<file path="src/logic/fcp_pkg.sv">
// Constants, command codes and register map of the flash command host
package fcp_pkg;
	localparam int CLK_NS = 4;
	// Least bus timings, rounded up to whole clocks
	localparam int T_SETUP_NS = 10;
	localparam int T_WP_NS = 35;
	localparam int T_WPH_NS = 30;
	localparam int T_ACC_NS = 70;
	localparam int T_DF_NS = 20;
	localparam logic [7:0] T_SETUP_CYC = 8'((T_SETUP_NS + CLK_NS - 1) / CLK_NS);
	localparam logic [7:0] T_WP_CYC = 8'((T_WP_NS + CLK_NS - 1) / CLK_NS);
	localparam logic [7:0] T_WPH_CYC = 8'((T_WPH_NS + CLK_NS - 1) / CLK_NS);
	localparam logic [7:0] T_ACC_CYC = 8'((T_ACC_NS + CLK_NS - 1) / CLK_NS);
	localparam logic [7:0] T_DF_CYC = 8'((T_DF_NS + CLK_NS - 1) / CLK_NS);
	// Longest gap between sector additions, rounded down
	localparam int ERASE_WIN_US = 50;
	localparam int ERASE_WIN_CYC = ERASE_WIN_US * 1000 / CLK_NS;

	localparam int FA_W = 17;
	localparam logic [16:0] UNLOCK1_ADDR = 17'h00555;
	localparam logic [16:0] UNLOCK2_ADDR = 17'h002aa;
	localparam logic [16:0] AS_MAKER_OFS = 17'h00000;
	localparam logic [16:0] AS_DEVICE_OFS = 17'h00001;
	localparam logic [16:0] AS_PROTECT_OFS = 17'h00002;
	localparam logic [7:0] D_UNLOCK1 = 8'haa;
	localparam logic [7:0] D_UNLOCK2 = 8'h55;
	localparam logic [7:0] D_RESET = 8'hf0;
	localparam logic [7:0] D_AUTOSEL = 8'h90;
	localparam logic [7:0] D_PROGRAM = 8'ha0;
	localparam logic [7:0] D_BYPASS = 8'h20;
	localparam logic [7:0] D_BYP_EXIT1 = 8'h90;
	localparam logic [7:0] D_BYP_EXIT2 = 8'h00;
	localparam logic [7:0] D_ERASE_SETUP = 8'h80;
	localparam logic [7:0] D_CHIP = 8'h10;
	localparam logic [7:0] D_SECTOR = 8'h30;
	localparam logic [7:0] D_SUSPEND = 8'hb0;
	localparam logic [7:0] D_RESUME = 8'h30;
	localparam int POLL_BIT = 7;
	localparam int FAIL_BIT = 5;

	localparam logic [7:0] REG_CTRL = 8'h00;
	localparam logic [7:0] REG_ADDR = 8'h04;
	localparam logic [7:0] REG_WDATA = 8'h08;
	localparam logic [7:0] REG_STATUS = 8'h0c;
	localparam int CTRL_NOPOLL_BIT = 4;
	localparam int CTRL_GO_BIT = 8;
	localparam int CTRL_HWRST_BIT = 9;
	localparam int ST_BUSY = 0;
	localparam int ST_DONE = 1;
	localparam int ST_FAIL = 2;
	localparam int ST_REFUSED = 3;
	localparam int ST_BYPASS = 4;
	localparam int ST_SUSPENDED = 5;
	localparam int ST_AUTOSEL = 6;
	localparam int ST_WINDOW = 7;
	localparam int ST_ERASING = 8;
	localparam int ST_RDATA_LSB = 16;

	typedef enum logic [3:0] {
		CMD_READ, CMD_RESET, CMD_AUTOSEL, CMD_PROGRAM, CMD_BYP_ENTER, CMD_BYP_PROGRAM,
		CMD_BYP_EXIT, CMD_CHIP_ERASE, CMD_SECTOR_ERASE, CMD_SECTOR_ADD, CMD_SUSPEND,
		CMD_RESUME, CMD_POLL
	} fcp_cmd_e;

	typedef struct packed {
		logic last;
		logic rd;
		logic [16:0] addr;
		logic [7:0] data;
	} fcp_step_s;
endpackage : fcp_pkg

</file>
<file path="src/logic/fcp_bus_cycle.sv">
// One timed read or write cycle on the flash pins
module fcp_bus_cycle
	import fcp_pkg::*;
(
	input wire logic pclk,
	input wire logic presetn,
	input wire logic start,
	input wire logic rd,
	input wire logic [fcp_pkg::FA_W-1:0] addr,
	input wire logic [7:0] wdata,
	output logic done,
	output logic [7:0] rdata,
	output logic [fcp_pkg::FA_W-1:0] flash_addr,
	output logic [7:0] flash_dq_o,
	output logic flash_dq_oe_n,
	input wire logic [7:0] flash_dq_i,
	output logic flash_ce_n,
	output logic flash_oe_n,
	output logic flash_we_n
);
	typedef enum logic [1:0] {E_IDLE, E_SETUP, E_PULSE, E_HOLD} fcp_eng_e;
	fcp_eng_e ph_q;
	logic rd_q;
	logic [7:0] cnt_q;
	wire cnt_end = (cnt_q == 8'h01);
	wire [7:0] pulse_cyc = rd_q ? T_ACC_CYC : T_WP_CYC;
	wire [7:0] hold_cyc = rd_q ? T_DF_CYC : T_WPH_CYC;

	always_ff @(posedge pclk or negedge presetn)
	begin
		if (!presetn)
		begin
			ph_q <= E_IDLE;
			rd_q <= 1'b0;
			cnt_q <= 8'h00;
			done <= 1'b0;
			rdata <= 8'h00;
			flash_addr <= '0;
			flash_dq_o <= 8'h00;
			flash_dq_oe_n <= 1'b1;
			flash_ce_n <= 1'b1;
			flash_oe_n <= 1'b1;
			flash_we_n <= 1'b1;
		end
		else
		begin
			done <= 1'b0;
			cnt_q <= cnt_q - 8'h01;
			case (ph_q)
				E_IDLE:
				begin
					cnt_q <= T_SETUP_CYC;
					if (start)
					begin
						// Address and data set up before the strobe falls
						ph_q <= E_SETUP;
						rd_q <= rd;
						flash_addr <= addr;
						flash_dq_o <= wdata;
						flash_dq_oe_n <= rd;
						flash_ce_n <= 1'b0;
					end
				end
				E_SETUP:
					if (cnt_end)
					begin
						ph_q <= E_PULSE;
						cnt_q <= pulse_cyc;
						flash_oe_n <= !rd_q;
						flash_we_n <= rd_q;
					end
				E_PULSE:
					if (cnt_end)
					begin
						// Device takes the data on this rising strobe
						ph_q <= E_HOLD;
						cnt_q <= hold_cyc;
						flash_oe_n <= 1'b1;
						flash_we_n <= 1'b1;
						if (rd_q)
							rdata <= flash_dq_i;
					end
				E_HOLD:
					if (cnt_end)
					begin
						ph_q <= E_IDLE;
						flash_ce_n <= 1'b1;
						flash_dq_oe_n <= 1'b1;
						done <= 1'b1;
					end
				default:
					ph_q <= E_IDLE;
			endcase
		end
	end
endmodule : fcp_bus_cycle

</file>
<file path="src/logic/fcp_host.sv">
// Flash command host: APB registers, command sequences and status polling
// Overview of operation
// - Reset command: one F0 write anywhere, leaves autoselect, clears failures.
// - Autoselect: AA/555, 55/2AA, 90/555, then a read at the offset.
// - Protect verify reads sector address with A1 high, A0 low.
// - Program: AA/555, 55/2AA, A0/555, then data at target.
// - Bypass entered by 20/555 third cycle; two-cycle program only then.
// - Bypass exit: 90 then 00, any address, back to array read.
// - Erase: six writes, chip ends 10/555, sector ends 30/sector.
// - Every command cycle is a write except data reads.
// - Plain array reads need no unlock or command cycles.
// - Poll at program address, or inside an erased sector.
// - After bit 7 turns true, take data on a following read.
//
// Our own choices: the APB slave port and the register addresses.
module fcp_host
	import fcp_pkg::*;
#(
	parameter int ERASE_WIN_CYCLES = fcp_pkg::ERASE_WIN_CYC
)
(
	input wire logic pclk,
	input wire logic presetn,
	input wire logic psel,
	input wire logic penable,
	input wire logic pwrite,
	input wire logic [7:0] paddr,
	input wire logic [31:0] pwdata,
	output logic [31:0] prdata,
	output logic pready,
	output logic pslverr,
	output logic [fcp_pkg::FA_W-1:0] flash_addr,
	output logic [7:0] flash_dq_o,
	output logic flash_dq_oe_n,
	input wire logic [7:0] flash_dq_i,
	output logic flash_ce_n,
	output logic flash_oe_n,
	output logic flash_we_n,
	output logic flash_reset_n
);
	import fcp_pkg::*;

	typedef enum logic [3:0] {
		S_IDLE, S_ISSUE, S_WAIT, S_POLL, S_PWAIT, S_FINAL, S_FWAIT, S_ABORT, S_AWAIT
	} fcp_state_e;

	fcp_state_e state_q;
	fcp_cmd_e cmd_q;
	logic [2:0] idx_q;
	logic [16:0] addr_q;
	logic [7:0] wdata_q;
	logic [7:0] rdata_q;
	logic nopoll_q, exp_q, rechk_q;
	logic eng_start_q, eng_rd_q;
	logic [16:0] eng_addr_q;
	logic [7:0] eng_data_q;
	logic done_q, fail_q, refused_q, hwrst_q;
	logic bypass_q, suspended_q, autosel_q, erasing_q;
	logic [31:0] win_q;
	logic eng_done;
	logic [7:0] eng_rdata;

	// One cycle of a command sequence; unlock addresses carry zero upper bits
	function automatic fcp_step_s step_f(fcp_cmd_e c, logic [2:0] i, logic [16:0] a,
		logic [7:0] d);
		fcp_step_s s;
		s = '{last: 1'b0, rd: 1'b0, addr: UNLOCK1_ADDR, data: D_UNLOCK1};
		if (i == 3'd1 || i == 3'd4)
		begin
			s.addr = UNLOCK2_ADDR;
			s.data = D_UNLOCK2;
		end
		case (c)
			CMD_READ: s = '{last: 1'b1, rd: 1'b1, addr: a, data: d};
			CMD_RESET: s = '{last: 1'b1, rd: 1'b0, addr: a, data: D_RESET};
			// fourth cycle reads at the caller's offset
			CMD_AUTOSEL:
				if (i == 3'd2)
					s.data = D_AUTOSEL;
				else if (i == 3'd3)
					s = '{last: 1'b1, rd: 1'b1, addr: a, data: d};
			CMD_PROGRAM:
				if (i == 3'd2)
					s.data = D_PROGRAM;
				else if (i == 3'd3)
					s = '{last: 1'b1, rd: 1'b0, addr: a, data: d};
			CMD_BYP_ENTER:
				if (i == 3'd2)
					s = '{last: 1'b1, rd: 1'b0, addr: UNLOCK1_ADDR, data: D_BYPASS};
			CMD_BYP_PROGRAM: s = '{last: i[0], rd: 1'b0, addr: a, data: i[0] ? d : D_PROGRAM};
			CMD_BYP_EXIT:
				s = '{last: i[0], rd: 1'b0, addr: a, data: i[0] ? D_BYP_EXIT2 : D_BYP_EXIT1};
			CMD_CHIP_ERASE, CMD_SECTOR_ERASE:
				if (i == 3'd2)
					s.data = D_ERASE_SETUP;
				else if (i == 3'd5 && c == CMD_CHIP_ERASE)
					s = '{last: 1'b1, rd: 1'b0, addr: UNLOCK1_ADDR, data: D_CHIP};
				else if (i == 3'd5)
					s = '{last: 1'b1, rd: 1'b0, addr: a, data: D_SECTOR};
			CMD_SECTOR_ADD: s = '{last: 1'b1, rd: 1'b0, addr: a, data: D_SECTOR};
			CMD_SUSPEND: s = '{last: 1'b1, rd: 1'b0, addr: a, data: D_SUSPEND};
			CMD_RESUME: s = '{last: 1'b1, rd: 1'b0, addr: a, data: D_RESUME};
			default: s = '{last: 1'b1, rd: 1'b1, addr: a, data: d};
		endcase
		return s;
	endfunction : step_f

	wire fcp_step_s step = step_f(cmd_q, idx_q, addr_q, wdata_q);
	wire ctrl_sel = (paddr == REG_CTRL);
	wire apb_wr = psel && penable && pwrite && pready;
	wire go_wr = apb_wr && ctrl_sel && pwdata[CTRL_GO_BIT];
	wire fcp_cmd_e go_cmd = fcp_cmd_e'(pwdata[3:0]);
	wire win_open = (win_q != 32'h0);
	wire go_is_cmd = (pwdata[3:0] <= 4'(CMD_POLL));
	// bypass accepts only its own commands and reads
	wire deny_byp = bypass_q && !(go_cmd inside {CMD_BYP_PROGRAM, CMD_BYP_EXIT, CMD_READ});
	// erasing accepts suspend, additions, polls, reads and reset only
	wire deny_erase = erasing_q && !suspended_q
		&& !(go_cmd inside {CMD_SUSPEND, CMD_SECTOR_ADD, CMD_POLL, CMD_READ, CMD_RESET});
	// suspend allows read, program and autoselect
	wire deny_susp = suspended_q
		&& (go_cmd inside {CMD_CHIP_ERASE, CMD_SECTOR_ERASE, CMD_SECTOR_ADD, CMD_SUSPEND,
		CMD_BYP_ENTER});
	wire deny_mode = (go_cmd == CMD_BYP_PROGRAM && !bypass_q)
		|| (go_cmd == CMD_SUSPEND && !erasing_q)
		|| (go_cmd == CMD_RESUME && !suspended_q)
		|| (go_cmd == CMD_SECTOR_ADD && (!win_open || suspended_q));
	wire go_ok = go_is_cmd && !hwrst_q && (state_q == S_IDLE)
		&& !deny_byp && !deny_erase && !deny_susp && !deny_mode;
	wire poll_cmd = cmd_q inside {CMD_PROGRAM, CMD_BYP_PROGRAM, CMD_CHIP_ERASE,
		CMD_SECTOR_ERASE, CMD_SECTOR_ADD, CMD_SUSPEND};
	wire seq_end = (state_q == S_WAIT) && eng_done && step.last;
	wire poll_match = (eng_rdata[POLL_BIT] == exp_q);
	wire finish_ok = (seq_end && !(poll_cmd && !nopoll_q))
		|| ((state_q == S_FWAIT) && eng_done);
	wire finish_fail = (state_q == S_AWAIT) && eng_done;
	wire [31:0] status_w = {8'h00, rdata_q, 7'h00, erasing_q, win_open, autosel_q,
		suspended_q, bypass_q, refused_q, fail_q, done_q, (state_q != S_IDLE)};
	wire [31:0] rd_mux = (paddr == REG_STATUS) ? status_w
		: (paddr == REG_ADDR) ? {15'h0000, addr_q}
		: (paddr == REG_WDATA) ? {24'h000000, wdata_q}
		: ctrl_sel ? {22'h0, hwrst_q, 4'h0, nopoll_q, cmd_q} : 32'h0;
	wire mapped = ctrl_sel || paddr inside {REG_ADDR, REG_WDATA, REG_STATUS};

	// Zero-wait slave: answer prepared in the setup cycle
	always_ff @(posedge pclk or negedge presetn)
	begin
		if (!presetn)
		begin
			pready <= 1'b0;
			pslverr <= 1'b0;
			prdata <= 32'h0;
		end
		else
		begin
			pready <= psel && !penable;
			pslverr <= psel && !penable && !mapped;
			if (psel && !penable && !pwrite)
				prdata <= rd_mux;
		end
	end

	always_ff @(posedge pclk or negedge presetn)
	begin
		if (!presetn)
		begin
			addr_q <= '0;
			wdata_q <= 8'h00;
			hwrst_q <= 1'b0;
			flash_reset_n <= 1'b0;
		end
		else
		begin
			flash_reset_n <= !hwrst_q;
			if (apb_wr && paddr == REG_ADDR && state_q == S_IDLE)
				addr_q <= pwdata[16:0];
			if (apb_wr && paddr == REG_WDATA && state_q == S_IDLE)
				wdata_q <= pwdata[7:0];
			if (apb_wr && ctrl_sel)
				hwrst_q <= pwdata[CTRL_HWRST_BIT];
		end
	end

	// Sequencer; sequences run whole, and only a reset can break one midway
	always_ff @(posedge pclk or negedge presetn)
	begin
		if (!presetn)
		begin
			state_q <= S_IDLE;
			cmd_q <= CMD_READ;
			idx_q <= 3'h0;
			nopoll_q <= 1'b0;
			exp_q <= 1'b1;
			rechk_q <= 1'b0;
			rdata_q <= 8'h00;
			eng_start_q <= 1'b0;
			eng_rd_q <= 1'b0;
			eng_addr_q <= '0;
			eng_data_q <= 8'h00;
		end
		else
		begin
			eng_start_q <= 1'b0;
			case (state_q)
				S_IDLE:
					if (go_wr && go_ok)
					begin
						cmd_q <= go_cmd;
						nopoll_q <= pwdata[CTRL_NOPOLL_BIT];
						idx_q <= 3'h0;
						rechk_q <= 1'b0;
						// program expects true bit 7; erase and suspend expect one
						exp_q <= (go_cmd inside {CMD_PROGRAM, CMD_BYP_PROGRAM}) ?
							wdata_q[POLL_BIT] : 1'b1;
						state_q <= (go_cmd == CMD_POLL) ? S_POLL : S_ISSUE;
					end
				S_ISSUE:
				begin
					eng_start_q <= 1'b1;
					eng_rd_q <= step.rd;
					eng_addr_q <= step.addr;
					eng_data_q <= step.data;
					state_q <= S_WAIT;
				end
				S_WAIT:
					if (eng_done)
					begin
						idx_q <= idx_q + 3'h1;
						if (!step.last)
							state_q <= S_ISSUE;
						// polling starts after the final rising strobe
						else if (poll_cmd && !nopoll_q)
							state_q <= S_POLL;
						else
							state_q <= S_IDLE;
						if (step.last && step.rd)
							rdata_q <= eng_rdata;
					end
				S_POLL, S_FINAL:
				begin
					// poll at the target or sector address
					eng_start_q <= 1'b1;
					eng_rd_q <= 1'b1;
					eng_addr_q <= addr_q;
					state_q <= (state_q == S_POLL) ? S_PWAIT : S_FWAIT;
				end
				S_PWAIT:
					if (eng_done)
					begin
						if (poll_match)
							state_q <= S_FINAL;
						else if (rechk_q)
							state_q <= S_ABORT;
						else
							state_q <= S_POLL;
						// Bit 7 may turn true together with the failure bit
						if (eng_rdata[FAIL_BIT])
							rechk_q <= 1'b1;
					end
				S_FWAIT:
					if (eng_done)
					begin
						// data taken from the read after the match
						rdata_q <= eng_rdata;
						state_q <= S_IDLE;
					end
				S_ABORT:
				begin
					eng_start_q <= 1'b1;
					eng_rd_q <= 1'b0;
					eng_addr_q <= addr_q;
					eng_data_q <= D_RESET;
					state_q <= S_AWAIT;
				end
				S_AWAIT:
					if (eng_done)
						state_q <= S_IDLE;
				default:
					state_q <= S_IDLE;
			endcase
		end
	end

	// Status and mode tracking; a set meets its clear only under hardware reset, which wins
	always_ff @(posedge pclk or negedge presetn)
	begin
		if (!presetn)
		begin
			done_q <= 1'b0;
			fail_q <= 1'b0;
			refused_q <= 1'b0;
			bypass_q <= 1'b0;
			suspended_q <= 1'b0;
			autosel_q <= 1'b0;
			erasing_q <= 1'b0;
		end
		else if (hwrst_q)
		begin
			bypass_q <= 1'b0;
			suspended_q <= 1'b0;
			autosel_q <= 1'b0;
			erasing_q <= 1'b0;
			refused_q <= refused_q || go_wr;
		end
		else
		begin
			if (go_wr)
			begin
				done_q <= done_q && !go_ok;
				fail_q <= fail_q && !go_ok;
				refused_q <= !go_ok;
			end
			if (finish_ok || finish_fail)
				done_q <= 1'b1;
			if (finish_fail)
			begin
				fail_q <= 1'b1;
				autosel_q <= 1'b0;
				erasing_q <= 1'b0;
			end
			if (finish_ok)
				case (cmd_q)
					CMD_RESET: autosel_q <= 1'b0;
					CMD_AUTOSEL: autosel_q <= 1'b1;
					CMD_BYP_ENTER: bypass_q <= 1'b1;
					CMD_BYP_EXIT: bypass_q <= 1'b0;
					CMD_SECTOR_ERASE, CMD_SECTOR_ADD: erasing_q <= nopoll_q;
					CMD_POLL: erasing_q <= 1'b0;
					CMD_SUSPEND: suspended_q <= 1'b1;
					CMD_RESUME: suspended_q <= 1'b0;
					default: autosel_q <= autosel_q;
				endcase
		end
	end

	// addition window restarts on each sector write
	always_ff @(posedge pclk or negedge presetn)
	begin
		if (!presetn)
			win_q <= 32'h0;
		else if (seq_end && cmd_q inside {CMD_SECTOR_ERASE, CMD_SECTOR_ADD})
			win_q <= 32'(ERASE_WIN_CYCLES);
		else if (win_open)
			win_q <= win_q - 32'h1;
	end

	// strobe-edge latching depends on the engine's setup and hold
	fcp_bus_cycle u_cycle (
		.pclk(pclk),
		.presetn(presetn),
		.start(eng_start_q),
		.rd(eng_rd_q),
		.addr(eng_addr_q),
		.wdata(eng_data_q),
		.done(eng_done),
		.rdata(eng_rdata),
		.flash_addr(flash_addr),
		.flash_dq_o(flash_dq_o),
		.flash_dq_oe_n(flash_dq_oe_n),
		.flash_dq_i(flash_dq_i),
		.flash_ce_n(flash_ce_n),
		.flash_oe_n(flash_oe_n),
		.flash_we_n(flash_we_n)
	);
endmodule : fcp_host

</file>
<file path="config.mk">
export PLATFORM = sky130hd
export DESIGN_NAME = fcp_host
export DESIGN_NICKNAME = d
export VERILOG_FILES = /design/src/logic/fcp_pkg.sv /design/src/logic/fcp_bus_cycle.sv /design/src/logic/fcp_host.sv
export SDC_FILE = /design/constraint.sdc
export NUM_CORES = 1
export LEC_CHECK = 0
export ABC_AREA = 1
export BUFFER_PORTS_ARGS = -buffer_cell sky130_fd_sc_hd__buf_2
export CAP_MARGIN = 20
export CORE_AREA = 5 5 156 158
export DETAILED_ROUTE_END_ITERATION = 6
export DIE_AREA = 0 0 161 163
export PLACE_DENSITY_LB_ADDON = 0.1
export SYNTH_ARGS = -nofsm -noshare
export SYNTH_HDL_FRONTEND = slang
export SYNTH_SLANG_ARGS = --single-unit
</file>
<file path="constraint.sdc">
create_clock -name pclk -period 2.05 [get_ports pclk]
set_input_delay 0.1025 -clock pclk [delete_from_list [all_inputs] [get_ports pclk]]
set_output_delay 0.1025 -clock pclk [all_outputs]
set_load 0.1 [all_outputs]
</file>
==> results by group <==
Placement
  – Gpl congestion: 0.945
  – Input/output buffers: 93
  – Detailed placement HPWL: ~22000 um

Route
  – Vias: a little under 9000
  – DRT iter0 DRCs: roughly 650
  – Antenna Nets Post-Route: 0
  – TritonRoute pass-1 iters: 7
  – Wirelength per Cell: about 16 um
  – DRC: 1
  – Vias per cell: a little over 5
  – WL final: roughly 29000 um

Hold path
  – Tightest Hold Check Type: input port to flop

Logic synthesis
  – Adder-Cell Fraction of Synth Area: 1.75%
  – Mux contribution to synthesized area: between 2 and 2.5%
  – Cells after synthesis: approximately 1200
  – Sequential area share after synthesis: around 47%
  – Post-Syn Area: ~10000 um2
  – Top cells by area, synth: dfrtp_1 46%, nand2_1 9.6%, o21ai_0 5.9%
  – Synth cell types: 55
  – Synth Warn #: 0
  – Yosys top cell by area: dfrtp_1
  – XOR/XNOR share of the synthesized area: 2.27%
  – Compound-gate portion of the synthesized area: about an eighth
  – Ys flop type: dfrtp_1
  – Ys async rst share: 100%
  – Avg Cell Area, Syn: roughly 8 um2
  – Simple-gate share of the synthesized area: 25.0%
  – Top-area cell type share of the netlist area: 46.2%
  – Largest family of logic cells by synthesized area: simple AND/OR/NAND/NOR gates
  – Register bit total from synthesis: 190
  – Post-synth EDFFs: 0

Die
  – Top-Level Pins: between 100 and 150
  – Die ar.: roughly 26000 um2
  – Initial Utilization: 43.6%
  – Core Region: 23000 um2
  – Die height: ~160 um
  – Row cnt: 56
  – DIE WIDTH: ~160 um

Timing
  – Fmax: between 0.5 and 0.6 GHz
  – Worst rel slew slack: about two thirds
  – Worst Skew: 0.0121 ns
  – Pins over their slew limit: 0
  – Crit path time final: just under 2 ns
  – Setup TNS: 0 ns
  – Period utilization: between 90% and 100%
  – Final Hold Viols: 0
  – RSZ-0062 raised after global routing: yes
  – Worst-Margin Slew: roughly 0.51 ns
  – Final setup fails: 0
  – Hold_ws: 0.0205 ns

Setup path
  – Crit path arrival time: approximately 2.3 ns
  – Slowest stage delay, CP: 0.42 ns
  – Crit start category: flop
  – CP required: roughly 2.4 ns
  – Crit path max fanout: 6
  – CP Class: flop to flop
  – Crit end category: flop
  – Slowest CP cell: dfrtp_1
  – Crit path cell chain: inv_2 > ha_1 > inv_1 > nor2_4 > nor2_1 > buf_4 > inv_1 > a21oi_2 > buf_4 > o21ai_0 > o2111ai_1 > nand2_1 > a21oi_1

GRT
  – Met3 GRT Util: 3.39%
  – Met2 track demand over resource: approximately 34%
  – Total track usage: approximately 22%
  – Largest net degree at the start of global routing: 69
  – Initial antenna violation count: 0
  – GR peak layer: met2
  – Number of global-route vias before repair: 8576
  – GR Layer Usage met1: between 30% and 40%
  – Grt ovf: 0
  – First-pass GRT wire length: 46900 um

Power and ir drop
  – Leak Pwr: ~6.6 nW
  – Pwr/cell area: 612 nW/um2
  – Maximum VDD drop: 0.466 mV

Clock tree
  – CTS max path bufs: 2
  – Sink Count: 190
  – Clock Latency Late Sink: ~0.44 ns
  – H-tree levels: 4
  – Clock transition at the registers of the reported paths: about 0.080 ns
  – Inserted Clock Buffers: 17
  – Clk root buf: clkbuf_16
  – CTS tree: yes

Run
  – MaxCap Viol Count: 0

Cells and area
  – Filler Cell Count: about 2300
  – Nets: roughly 1500
  – Area growth syn-to-layout: 25.2%
  – N_diodes: 0
  – Share of cells above drive strength 1: a little under a quarter

Status
  – Failing checks: design-rule violations
  – Run status: finished with violations
[per-layer routing]
| layer | wire [um] | vias up |
|---|---|---|
| li1 | - | 4477 |
| met1 | 14300 | 4156 |
| met4 | 388 | 0 |
| met3 | 1370 | 31 |
| met2 | 12700 | 228 |
| met5 | 0 | - |
[worst max-delay path, delay by kind of cell (launching register included)]
family	cells	cell delay [ns]
AO/OA/AOI/OAI	4	0.45
adder cells (fa/ha/maj)	1	0.19
buffers and inverters	5	0.57
flip-flops	1	0.42
AND/OR/NAND/NOR	3	0.25
[cell usage after synthesis, types with 8 or more instances]
library cell,n
nand2_1,257
dfrtp_1,185
inv_1,150
nor2_1,127
o21ai_0,118
nand3_1,70
a21oi_1,42
nor3_1,36
mux2_2,20
xor2_1,15
clkbuf_1,14
ha_1,14
nand4_1,14
nor2_2,13
inv_2,11
xnor2_1,11
buf_2,10
o22ai_1,10
buf_4,9
a31oi_1,8
[registers in the layout (all words and copies together) (netlist names), 8 cells and up]
name,cells
u_cycle.flash_dq_o,8
u_cycle.flash_addr,17
u_cycle.cnt_q,8
win_q,32
eng_addr_q,17
rdata_q,8
addr_q,17
wdata_q,8
eng_data_q,8
prdata,24
u_cycle.rdata,8
[layout by cell type (no fill, tap or decap), types with 6 or more instances in the layout]
master / n
dfrtp_1: 181
nor3_1: 33
a21oi_1: 39
nand2_1: 254
nor2_1: 120
dlygate4sd3_1: 23
inv_2: 15
o22ai_1: 10
clkbuf_16: 17
o2111ai_1: 6
ha_1: 13
a31oi_1: 8
nor2_4: 11
buf_2: 92
conb_1: 8
o21ai_0: 114
o21ai_1: 7
nand3_1: 67
buf_4: 103
nor2_2: 16
nor3_2: 6
xnor2_1: 11
o221ai_1: 6
nand3_2: 7
nand4_1: 14
nand2_2: 9
o211ai_1: 7
a22o_1: 7
xor2_1: 15
mux2_2: 20
inv_1: 146
[final timing paths]
kind / start / end / cells past startpoint / slack [ns]
max: idx_q[0] / eng_addr_q[8] / 13 / 0.10
min: pwdata[9] / hwrst_q / 3 / 0.02
max reg2reg: idx_q[0] / eng_addr_q[8] / 13 / 0.10
min reg2reg: rechk_q / rechk_q / 2 / 0.48
max in group asynchronous: presetn / u_cycle.flash_dq_oe_n / 3 / 1.06
min in group asynchronous: presetn / u_cycle.flash_addr[5] / 2 / 0.19
[report_power, final]
part           leakage [nW]  internal [W]  total [W]  switching, W
Sequential             2.56       0.00376    0.00377    0.00000993
Combinational          3.78     0.0000962   0.000382      0.000286
Clock                 0.300       0.00180    0.00352       0.00172
Total                  6.65       0.00566    0.00768       0.00202
[layout make-up]
class | instances | area [um2] | area share (%)
clock buffer | 18 | 439 | 3.50
clock inverter | 14 | 185 | 1.48
inverter | 163 | 621 | 4.95
multi-input combinational | 852 | 4600 | 36.6
sequential | 190 | 4770 | 38.0
tap | 290 | 363 | 2.89
timing repair buffer | 224 | 1580 | 12.6
[kinds of logic after synthesis]
group	Yosys count
muxes	20
other	1
AOI/OAI and AO/OA	228
and+or+nand+nor	556
adders and majority gates	14
buffers and inverters	198
DFF	190
xor gates and xnor gates	26
[what timing repair did]
action                                  4_1_cts  5_1_grt
setup buffers                                 0        2
hold endpoints to repair                     76        0
pin swaps                                     0        5
gates resized for setup                       3       38
endpoints found under the setup margin       11       71
cloned                                        0        0
hold buffers                                 23        0
[through the flow]
stage | worst slack (ns) | instance area (um2) | power, W | utilization, % | std cells
CTS | 0.00203 | 12400 | 0.00775 | 54.0 | 1749
global placement | 0.00257 | 11600 | 0.00420 | 50.3 | 1694
floorplan | 0.0554 | 10100 | 0.00404 | - | 1240
detailed placement | -0.0728 | 11600 | 0.00420 | 50.3 | 1694
finish | 0.104 | 12500 | 0.00768 | 54.6 | 1751
global route | -0.0530 | 12500 | 0.00794 | 54.6 | 1751
Note: power is estimated with default switching activity, not from simulation.
